File: config.mk
export PLATFORM = sky130hd
export DESIGN_NAME = adc_regs
export DESIGN_NICKNAME = d
export VERILOG_FILES = /design/src/inc/adc_regs_pkg.sv /design/src/rtl/adc_regs.sv /design/src/rtl/sync_two_stage.sv
export VERILOG_INCLUDE_DIRS = /design/src /design/src/inc
export SDC_FILE = /design/constraint.sdc
export NUM_CORES = 1
export LEC_CHECK = 0
export BUFFER_PORTS_ARGS = -buffer_cell sky130_fd_sc_hd__clkbuf_2
export CAP_MARGIN = 20
export CORE_ASPECT_RATIO = 1.5
export CORE_MARGIN = 4
export CORE_UTILIZATION = 55
export CTS_CLUSTER_DIAMETER = 200
export DETAILED_ROUTE_END_ITERATION = 8
export GPL_ROUTABILITY_DRIVEN = 0
export HOLD_SLACK_MARGIN = 0.05
export PLACE_DENSITY = 0.82
export REMOVE_ABC_BUFFERS = 1
export SETUP_SLACK_MARGIN = 0.15
export SLEW_MARGIN = 20
export SYNTH_ARGS = -nofsm -noshare
export SYNTH_HDL_FRONTEND = slang
export SYNTH_SLANG_ARGS = --single-unit
export TNS_END_PERCENT = 30
File: constraint.sdc
create_clock -name CORE_CLK_I -period 5.29 [get_ports CORE_CLK_I]
set_input_delay 0.2645 -clock CORE_CLK_I [delete_from_list [all_inputs] [get_ports CORE_CLK_I]]
set_output_delay 0.2645 -clock CORE_CLK_I [all_outputs]
set_load 0.01 [all_outputs]
File: src/inc/adc_regs_defs.svh
// register offsets, field positions, reset values and counts
// assumes inclusion by bare name from design files
`ifndef ADC_REGS_DEFS_SVH
`define ADC_REGS_DEFS_SVH

// ==========================================
// register select codes
`define RS_STATUS 3'b000
`define RS_RESULT 3'b011
`define RS_IDENT 3'b100
`define RS_GPO_CTL 3'b101

// ==========================================
// command byte fields
`define CMD_WEN_N_BIT 7
`define CMD_READ_BIT 6
`define CMD_RS_MSB 5
`define CMD_RS_LSB 3

// ==========================================
// output control fields
`define GPO_UPPER_EN_BIT 5
`define GPO_LOWER_EN_BIT 4
`define GPO_RESET 8'h00

// ==========================================
// result and status
`define RESULT_RESET 24'h00_0000
`define STATUS_READY_BIT 7
`define STATUS_READY_RESET 1'b1

// ==========================================
// serial frame lengths in bits
`define CMD_BITS 6'h08
`define REG8_BITS 6'h08
`define RESULT_BITS 6'h18
`define RESULT_STATUS_BITS 6'h20

`endif

File: src/inc/adc_regs_pkg.sv
// types shared by the register bank files
// assumes nothing beyond a SystemVerilog compiler
package adc_regs_pkg;

    // ==========================================
    // serial transfer phase
    typedef enum logic [1:0] {
        PH_CMD,
        PH_READ,
        PH_WRITE
    } spi_phase_e;

    // ==========================================
    // synchronised serial pins
    typedef struct packed {
        logic sclk;
        logic cs_n;
        logic din;
    } spi_pins_s;

    // ==========================================
    // latched conversion
    typedef struct packed {
        logic [23:0] data;
        logic [3:0] chan;
    } conv_s;

    // ==========================================
    // analog routing of the shared pins
    typedef struct packed {
        logic upper_analog;
        logic lower_ref2;
        logic lower_analog;
    } route_s;

endpackage : adc_regs_pkg

File: src/rtl/adc_regs.sv
// result, identification and output control registers of the converter
// assumes a 4-wire serial host, mode 3, clock well below core clock / 8
//
// Operation
// - pseudo mode: upper code picks positive, common negative
// - read-only 24-bit result at code 011
// - result read done sets ready bit and pin
// - append mode sends status after result
// - status low nibble holds conversion channel code
// - read-only identification register at code 100
// - 8-bit output control at code 101, reset zero
// - output control shifted most significant bit first
// - upper enable drives pins 3 and 2
// - upper enable clear: pins 3, 2 analog
// - lower enable drives pins 1 and 0
// - lower enable clear: pins 1, 0 undriven
// - reference select, lower enable clear: pins 1, 0 reference
// - both clear: pins 1, 0 analog inputs
// - pin 3 follows level bit 3
// - pin 2 follows level bit 2
// - pins 1, 0 follow level bits
// - read returns pin state when pair enabled
// - all registers reached over 4-wire serial port
`include "adc_regs_defs.svh"
`timescale 1ns/1ps
module adc_regs
    import adc_regs_pkg::*;
#(
    parameter logic [7:0] ID_VALUE = 8'hA5 // arbitrary identification value
) (
    input wire logic CORE_CLK_I,
    input wire logic RESETN_I,
    input wire logic SPI_SCLK_I,
    input wire logic SPI_CS_N_I,
    input wire logic SPI_DIN_I,
    output logic SPI_DOUT_O,
    output logic SPI_DOUT_OE_O,
    output logic READY_O,
    input wire logic [7:0] CHAN_SEL_I,
    input wire logic PSEUDO_I,
    input wire logic APPEND_STATUS_ENABLE_I,
    input wire logic REFERENCE_SELECT_I,
    input wire logic CONV_DONE_I,
    input wire logic [23:0] CONV_RESULT_I,
    output logic [3:0] POS_INPUT_CODE_O,
    output logic [3:0] NEG_INPUT_CODE_O,
    output logic NEG_IS_COMMON_O,
    input wire logic [3:0] GP_PIN_I,
    output logic [3:0] GP_PIN_O,
    output logic [3:0] GP_PIN_OE_O,
    output logic UPPER_ANALOG_O,
    output logic LOWER_REF2_O,
    output logic LOWER_ANALOG_O
);

    // ==========================================
    // pin synchronisation
    spi_pins_s spi;
    logic [3:0] gp_pin_sync;
    logic [6:0] sync_w;

    // serial clock and select reset to idle high, so no false edge or select
    sync_two_stage #(
        .WIDTH(7),
        .RESET_VAL(7'h60)
    ) u_sync (
        .clk_i(CORE_CLK_I),
        .rst_n_i(RESETN_I),
        .async_i({SPI_SCLK_I, SPI_CS_N_I, SPI_DIN_I, GP_PIN_I}),
        .sync_o(sync_w)
    );

    assign spi = spi_pins_s'(sync_w[6:4]);
    assign gp_pin_sync = sync_w[3:0];

    // ==========================================
    // serial clock edges
    logic sclk_prev_q;
    logic sclk_prev_d;
    logic sclk_rise;
    logic sclk_fall;

    always_comb begin
        sclk_prev_d = spi.sclk;
    end

    // idle level of mode 3 is high
    always_ff @(posedge CORE_CLK_I) begin
        if (!RESETN_I) begin
            sclk_prev_q <= 1'b1;
        end else begin
            sclk_prev_q <= sclk_prev_d;
        end
    end

    assign sclk_rise = spi.sclk & ~sclk_prev_q;
    assign sclk_fall = ~spi.sclk & sclk_prev_q;

    // ==========================================
    // channel decode and routing
    logic [3:0] pos_code_q;
    logic [3:0] pos_code_d;
    logic [3:0] neg_code_q;
    logic [3:0] neg_code_d;
    logic neg_common_q;
    logic neg_common_d;
    route_s route_q;
    route_s route_d;
    logic [7:0] gpo_q;
    logic [7:0] gpo_d;
    logic upper_en;
    logic lower_en;

    assign upper_en = gpo_q[`GPO_UPPER_EN_BIT];
    assign lower_en = gpo_q[`GPO_LOWER_EN_BIT];

    always_comb begin
        pos_code_d = CHAN_SEL_I[7:4];
        neg_code_d = PSEUDO_I ? 4'h0 : CHAN_SEL_I[3:0];
        neg_common_d = PSEUDO_I;
        route_d.upper_analog = ~upper_en;
        route_d.lower_ref2 = ~lower_en & REFERENCE_SELECT_I;
        route_d.lower_analog = ~lower_en & ~REFERENCE_SELECT_I;
    end

    always_ff @(posedge CORE_CLK_I) begin
        if (!RESETN_I) begin
            pos_code_q <= 4'h0;
            neg_code_q <= 4'h0;
            neg_common_q <= 1'b0;
            route_q <= 3'b101;
        end else begin
            pos_code_q <= pos_code_d;
            neg_code_q <= neg_code_d;
            neg_common_q <= neg_common_d;
            route_q <= route_d;
        end
    end

    // ==========================================
    // serial transfer engine
    spi_phase_e phase_q;
    spi_phase_e phase_d;
    logic [5:0] cnt_q;
    logic [5:0] cnt_d;
    logic [5:0] len_q;
    logic [5:0] len_d;
    logic [2:0] rs_q;
    logic [2:0] rs_d;
    logic [7:0] cmd_sh_q;
    logic [7:0] cmd_sh_d;
    logic [31:0] rd_sh_q;
    logic [31:0] rd_sh_d;
    logic [7:0] wr_sh_q;
    logic [7:0] wr_sh_d;
    logic dout_q;
    logic dout_d;
    logic result_read_done;
    logic gpo_write;
    logic [7:0] gpo_wdata;
    logic [7:0] cmd_full;
    logic [7:0] status_word;
    logic [7:0] gpo_read;
    conv_s conv_q;
    conv_s conv_d;
    logic rdy_q;
    logic rdy_d;

    // status and output control read views
    assign status_word = {rdy_q, 3'b000, conv_q.chan};
    assign gpo_read = {gpo_q[7:4],
        upper_en ? gp_pin_sync[3:2] : gpo_q[3:2],
        lower_en ? gp_pin_sync[1:0] : gpo_q[1:0]};

    always_comb begin
        phase_d = phase_q;
        cnt_d = cnt_q;
        len_d = len_q;
        rs_d = rs_q;
        cmd_sh_d = cmd_sh_q;
        rd_sh_d = rd_sh_q;
        wr_sh_d = wr_sh_q;
        dout_d = dout_q;
        result_read_done = 1'b0;
        gpo_write = 1'b0;
        gpo_wdata = {wr_sh_q[6:0], spi.din};
        cmd_full = {cmd_sh_q[6:0], spi.din};
        if (spi.cs_n) begin
            phase_d = PH_CMD;
            cnt_d = 6'h00;
            dout_d = 1'b0;
        end else begin
            case (phase_q)
                PH_CMD: begin
                    if (sclk_rise) begin
                        cmd_sh_d = cmd_full;
                        cnt_d = cnt_q + 6'h01;
                        if (cnt_q == `CMD_BITS - 6'h01) begin
                            cnt_d = 6'h00;
                            rs_d = cmd_full[`CMD_RS_MSB:`CMD_RS_LSB];
                            if (cmd_full[`CMD_WEN_N_BIT]) begin
                                phase_d = PH_CMD;
                            end else if (cmd_full[`CMD_READ_BIT]) begin
                                phase_d = PH_READ;
                                len_d = `REG8_BITS;
                                rd_sh_d = 32'h0000_0000;
                                if (rs_d == `RS_RESULT) begin
                                    if (APPEND_STATUS_ENABLE_I) begin
                                        rd_sh_d = {conv_q.data, status_word};
                                        len_d = `RESULT_STATUS_BITS;
                                    end else begin
                                        rd_sh_d = {conv_q.data, 8'h00};
                                        len_d = `RESULT_BITS;
                                    end
                                end else if (rs_d == `RS_IDENT) begin
                                    rd_sh_d = {ID_VALUE, 24'h00_0000};
                                end else if (rs_d == `RS_GPO_CTL) begin
                                    rd_sh_d = {gpo_read, 24'h00_0000};
                                end else if (rs_d == `RS_STATUS) begin
                                    rd_sh_d = {status_word, 24'h00_0000};
                                end
                            end else begin
                                phase_d = PH_WRITE;
                            end
                        end
                    end
                end
                PH_READ: begin
                    // data changes on falling edge, msb first
                    if (sclk_fall) begin
                        dout_d = rd_sh_q[31];
                        rd_sh_d = {rd_sh_q[30:0], 1'b0};
                    end
                    if (sclk_rise) begin
                        cnt_d = cnt_q + 6'h01;
                        if (cnt_q == len_q - 6'h01) begin
                            phase_d = PH_CMD;
                            cnt_d = 6'h00;
                            result_read_done = (rs_q == `RS_RESULT);
                        end
                    end
                end
                PH_WRITE: begin
                    if (sclk_rise) begin
                        wr_sh_d = gpo_wdata;
                        cnt_d = cnt_q + 6'h01;
                        if (cnt_q == `REG8_BITS - 6'h01) begin
                            phase_d = PH_CMD;
                            cnt_d = 6'h00;
                            gpo_write = (rs_q == `RS_GPO_CTL);
                        end
                    end
                end
                default: begin
                    phase_d = PH_CMD;
                end
            endcase
        end
    end

    // serial engine registers
    always_ff @(posedge CORE_CLK_I) begin
        if (!RESETN_I) begin
            phase_q <= PH_CMD;
            cnt_q <= 6'h00;
            len_q <= 6'h00;
            rs_q <= 3'b000;
            cmd_sh_q <= 8'h00;
            rd_sh_q <= 32'h0000_0000;
            wr_sh_q <= 8'h00;
            dout_q <= 1'b0;
        end else begin
            phase_q <= phase_d;
            cnt_q <= cnt_d;
            len_q <= len_d;
            rs_q <= rs_d;
            cmd_sh_q <= cmd_sh_d;
            rd_sh_q <= rd_sh_d;
            wr_sh_q <= wr_sh_d;
            dout_q <= dout_d;
        end
    end

    // ==========================================
    // result, ready flag and output control
    always_comb begin
        conv_d = conv_q;
        rdy_d = rdy_q;
        gpo_d = gpo_q;
        if (CONV_DONE_I) begin
            conv_d.data = CONV_RESULT_I;
            conv_d.chan = pos_code_q;
            rdy_d = 1'b0;
        end else if (result_read_done) begin
            rdy_d = 1'b1;
        end
        if (gpo_write) begin
            gpo_d = gpo_wdata;
        end
    end

    // new conversion wins over a finishing read
    always_ff @(posedge CORE_CLK_I) begin
        if (!RESETN_I) begin
            conv_q <= {`RESULT_RESET, 4'h0};
            rdy_q <= `STATUS_READY_RESET;
            gpo_q <= `GPO_RESET;
        end else begin
            conv_q <= conv_d;
            rdy_q <= rdy_d;
            gpo_q <= gpo_d;
        end
    end

    // ==========================================
    // outputs
    assign SPI_DOUT_O = dout_q;
    assign SPI_DOUT_OE_O = ~spi.cs_n;
    assign READY_O = rdy_q;
    assign POS_INPUT_CODE_O = pos_code_q;
    assign NEG_INPUT_CODE_O = neg_code_q;
    assign NEG_IS_COMMON_O = neg_common_q;
    assign GP_PIN_OE_O = {upper_en, upper_en, lower_en, lower_en};
    assign GP_PIN_O[3] = gpo_q[3] & upper_en;
    assign GP_PIN_O[2] = gpo_q[2] & upper_en;
    assign GP_PIN_O[1:0] = gpo_q[1:0] & {2{lower_en}};
    assign UPPER_ANALOG_O = route_q.upper_analog;
    assign LOWER_REF2_O = route_q.lower_ref2;
    assign LOWER_ANALOG_O = route_q.lower_analog;

endmodule : adc_regs

File: src/rtl/sync_two_stage.sv
// two flip-flop synchroniser for a bundle of asynchronous levels
// assumes each bit is an independent level
`timescale 1ns/1ps
module sync_two_stage #(
    parameter int WIDTH = 1,
    parameter logic [WIDTH-1:0] RESET_VAL = '0 // idle level of each pin
) (
    input wire logic clk_i,
    input wire logic rst_n_i,
    input wire logic [WIDTH-1:0] async_i,
    output logic [WIDTH-1:0] sync_o
);

    logic [WIDTH-1:0] meta_q;
    logic [WIDTH-1:0] meta_d;
    logic [WIDTH-1:0] stab_q;
    logic [WIDTH-1:0] stab_d;

    // ==========================================
    // next values
    always_comb begin
        meta_d = async_i;
        stab_d = meta_q;
    end

    // first stage read only by the second
    always_ff @(posedge clk_i) begin
        if (!rst_n_i) begin
            meta_q <= RESET_VAL;
            stab_q <= RESET_VAL;
        end else begin
            meta_q <= meta_d;
            stab_q <= stab_d;
        end
    end

    assign sync_o = stab_q;

endmodule : sync_two_stage

==> Yosys cells after proc, flatten, opt, wreduce, memory -nomap -nowiden <==
Cells that the tools add are included.
{ "word_totals": {"mem_count": 0, "register_bits": 128, "input_bits": 45, "out_inout_bits": 23, "rom_bits": 0, "latch_bits": 0, "ram_bits": 0} }
{ "op_classes": {"div": 0, "bitwise_logic": 15, "addsub": 2, "eq_ne": 19, "n_mul": 0, "n_mux": 39, "magnitude_cmp": 0, "shifts": 0, "reduce_logical": 16} }
{ "op_table": {"columns": ["op", "count"], "rows": [
  ["$mux W32", 9],
  ["$pmux W32 S2", 1],
  ["$mux W6", 6],
  ["$mux W2", 10],
  ["$ne A2 B2 Y1 const B", 9],
  ["$pmux W6 S2", 1],
  ["$reduce_and A6 Y1", 2],
  ["$mux W1", 10],
  ["$eq A3 B3 Y1 const B", 3],
  ["$reduce_and A3 Y1", 3],
  ["$mux W8", 1],
  ["$not A1 Y1", 8],
  ["$reduce_and A7 Y1", 1],
  ["$add A6 B1 Y6 const B", 1],
  ["$and A1 B1 Y1", 6],
  ["$eq A3 B2 Y1 const B", 2],
  ["$eq A6 B3 Y1 const B", 1],
  ["$eq A6 B6 Y1", 1],
  ["$pmux W2 S3", 1],
  ["$reduce_bool A2 Y1", 3],
  ["$reduce_or A2 Y1", 3],
  ["$sub A6 B1 Y6 const B", 1],
  ["$reduce_and A4 Y1", 1],
  ["$logic_not A3 Y1", 1],
  ["6 further kinds", 6]
]} }

==> Logic depth before layout (Yosys ltp) <==
{ "depth": {"depth_word": 10, "ltp_mapped": 7} }

==> Modules after synthesis <==
Synthesis repeated with hierarchy kept, for this count alone.
{ "hier_totals": {"cells_unflattened": 511, "area_unflattened_um2": 5213.8} }
{ "by_module_without_submodules": {"columns": ["mod", "cells_each", "area_each_um2", "seq_area_each_um2", "instances"], "rows": [
  ["adc_regs", 482, 4825.9, 2222.1, 1],
  ["sync_two_stage", 29, 387.9, 280.3, 1]
]} }

==> Least setup slack after synthesis <==
Ideal clock, no wire load.
{ "synth_timing": {"kind": "reg2reg", "start": "register cnt_q[0]", "end": "register rd_sh_q[16]", "slack_ns": 3.250, "stages_incl_launch_ff": 8, "t_arrival_ns": 1.905, "t_required_ns": 5.156, "path_buffers": 2, "cell_sequence": "dfxtp_1 ha_1 or4bb_1 buf_2 or4_4 nand2_4 buf_6 a211oi_1"} }
{ "synth_between": {"elab_chain_len": 3} }
{ "synth_lines": {"columns": ["element", "line", "text"], "rows": [
  ["from (decl)", "adc_regs.sv:144", "logic [5:0] cnt_q;"],
  ["from (signal assigned)", "adc_regs.sv:274", "cnt_q <= cnt_d;"],
  ["$eq A6 B3 Y1", "adc_regs.sv:198", "if (cnt_q == `CMD_BITS - 6'h01) begin"],
  ["$ne A2 B2 Y1 (no line)", null, null],
  ["$reduce_and A7 Y1 (no line)", null, null],
  ["to (signal assigned)", "adc_regs.sv:278", "rd_sh_q <= rd_sh_d;"],
  ["to (decl)", "adc_regs.sv:152", "logic [31:0] rd_sh_q;"]
]} }
Every way passes these cells.
A chain may end at the register's enable or synchronous reset.

==> Final worst setup path <==
{ "layout_timing": {"start": "register cnt_q[0]", "end": "register rd_sh_q[11]"} }
Same word-level chain as after synthesis.

==> metrics.md <==
| Metric | Value |
|---|---|
| Max stage delay on crit path | 0.65 ns |
| # setup viols final | 0 |
| Synth Instances | 558 |
| Initial antenna violation count | 0 |
| Vias in the first global route | 4235 |
| P_leak | 2.308 nW |
| Clock-pin slew on the worst setup and hold paths | 0.05 ns |
| Die area | 11060 µm² |
| Maximum clock rate | 0.4031 GHz |
| Largest net degree at the start of global routing | 61 |
| Max Fanout on Critical Path | 25 |
| Rows | 43 |
| PostCTS Resize Cnt | 0 |
| Vias per cell | 5.972 |
| Max VDD drop | 0.2549 mV |
| Vias post-DR | 4336 |
| Area grow syn2layout | 17.78% |
| Worst-case clock skew | 0.005437 ns |
| N_diodes | 0 |
| Syn. warnings | 0 |
| Post-synth top cells | dfxtp_1, nor2_1, nand2_1 |
| Crit. End Element | register |
| RSZ-0062 raised after global routing | no |
| Buf/Inv on CP | 0 |
| Nets | 650 |
| Minimum clock period | 2.481 ns |
| Longest Clk Path Bufs | 2 |
| Initial DRT Pass Iterations | 5 |
| Dpl hpwl | 7.512 mm |
| PD cells | 367.6 nW/µm² |
| Setup crit start kind | register |
| Post-synthesis area per instance | 9.281 µm² |
| Post-synth cell types | 57 |
| Primary FF master, synth | dfxtp_1 |
| Clk root buf | clkbuf_16 |
| Starting Density | 56.29% |
| Placement Setup Slack | 2.856 ns |
| Fin worst setup slack | 2.809 ns |
| Crit-path leading delay family | simple AND/OR/NAND/NOR gates |
| Die X | 87.23 µm |
| Synth Register Bits | 125 |
| Synth Cell Area | 5179 µm² |
| Gr ovfl total | 0 |
| Endpoints failing hold | 0 |
| Clk sink count | 125 |
| CP Cell Sequence | ha_1, or4bb_1, or4_4, nand2_4, a211oi_1 |
| Layout fillers | 718 |
| Slowest-stage cell, CP | or4_4 |
| Worst slew pin tran | 1.032 ns |
| Slew Limit Fails | 0 |
| CTS buffer count | 17 |
| Most frequent cell after synthesis | dfxtp_1 |
| TritonCTS clock tree | done |
| Total negative slack | 0 ns |
| Drt initial violations | 269 |
| Post-synth top area share | 48.32% |
| HP Class | input pin to register |
| Port Buffers | 67 |
| Placeable Area | 9200 µm² |
| Tcrit/Tclk final | 46.89% |
| H-tree levels | 4 |
| Yosys top cell by area | dfxtp_1 |
| I/O pins | 68 |
| First-pass GRT wire length | 19.78 mm |
| Setup CP Type | register to register |
| Post-synth EDFFs | 0 |
| Max-cap violations | 0 |
| Sequential share of the synthesized area | 48.32% |
| # DRC | 0 |
| Critical path arrival | 2.72 ns |
| Critical path required time | 5.53 ns |
| Worst relative slew slack | 31.22% |
| Outcome | complete, no violations |
| Final WL | 11.75 mm |
| Share of cells above drive strength 1 | 18.73% |
| Synth area leaders | dfxtp_1, mux2i_1, a21oi_1 |
| Drt wl/cell | 16.18 µm |
| Ys async rst share | 0% |
| Total track usage | 22.46% |
| Post-DRT Antenna Nets | 0 |
| Skew-Pair Late Insertion Delay | 0.41 ns |
| Die height | 126.8 µm |
==> report_power, final <==
part,leakage [nW],switching (mW),internal (mW),total [mW]
logic,0.992,0.0433,0.0401,0.0834
registers,1.02,0.0121,0.965,0.977
clock network,0.298,0.386,0.796,1.18
total,2.31,0.442,1.80,2.24
==> placed cells by master (no fill, tap or decap), types with 17 or more instances in the layout <==
master     Yosys  layout
clkbuf_16      0      17
nand3_1       23      23
o21ai_0       21      21
nand2_1       39      39
and2_1        25      25
clkbuf_2       0      67
dfxtp_1      125     125
a21oi_1       35      35
nor2_1        42      42
a211oi_1      21      21
a22oi_1       18      18
nor3_1        24      23
mux2i_1       38      38
==> kinds of logic (layout without fill, tap and decap cells) <==
| logic type | count (synthesis) | in the layout | synth area share, % |
|---|---|---|---|
| and+or+nand+nor | 200 | 200 | 20.51 |
| AOI/OAI and AO/OA | 130 | 130 | 16.53 |
| DFF | 125 | 125 | 48.32 |
| xor gates and xnor gates | 4 | 4 | 0.9665 |
| buffers and inverters | 59 | 115 | 5.847 |
| adders and majority gates | 2 | 2 | 0.4831 |
| muxes | 38 | 38 | 7.345 |
==> per-stage QoR <==
| stage | util, % | hold slack [ns] | std cells | cell area [µm²] | power [mW] |
|---|---|---|---|---|---|
| after floorplan | - | 0.3334 | 506 | 4902 | 1.031 |
| after global placement | 58.86 | 0.3881 | 689 | 5415 | 1.071 |
| after global routing | 66.30 | 0.05683 | 726 | 6100 | 2.310 |
| final | 66.30 | 0.06083 | 726 | 6100 | 2.243 |
| after detailed placement | 58.86 | 0.3964 | 689 | 5415 | 1.074 |
| after CTS | 66.25 | 0.05088 | 726 | 6095 | 2.255 |
==> registers in the layout (all words and copies together) (netlist names), 2 cells and up <==
register,cells
u_sync.meta_q,7
len_q,3
rs_q,3
phase_q,2
POS_INPUT_CODE_O,4
cnt_q,6
NEG_INPUT_CODE_O,4
gpo_q,8
rd_sh_q,32
conv_q,28
u_sync.sync_o,7
cmd_sh_q,7
wr_sh_q,7
==> what timing repair did <==
| action | 4_1_cts | 5_1_grt |
|---|---|---|
| hold buffers | 7 | 0 |
| hold endpoints to repair | 7 | 0 |
| buffers inserted | 0 | 0 |
==> layer usage <==
| metal | routed length, µm | global-route usage (%) | share of wire, % |
|---|---|---|---|
| met5 | 0 | 0 | 0 |
| met2 | 6241 | 39.06 | 53 |
| met3 | 720 | 6.108 | 6.1 |
| met1 | 4566 | 25.83 | 39 |
| met4 | 219 | 8.582 | 1.9 |
==> final cells by class <==
type	count	area, µm²	share of cell area [%]
tap	112	140.1	2.297
clock buffer	24	501.7	8.226
timing repair buffer	78	435.4	7.138
multi-input combinational	374	2386	39.12
inverter	7	26.28	0.4308
sequential	125	2502	41.03
clock inverter	6	107.6	1.764
==> worst paths after layout <==
kind,start,end,slack [ns],cells after the start
worst max-delay path,cnt_q[0],rd_sh_q[11],2.81,5
worst min-delay path,GP_PIN_I[1],u_sync.meta_q[1],0.06,2
worst max register to register,cnt_q[0],rd_sh_q[11],2.81,5
worst min register to register,u_sync.meta_q[6],u_sync.sync_o[6],0.42,1
(Power assumes the default switching activity.)
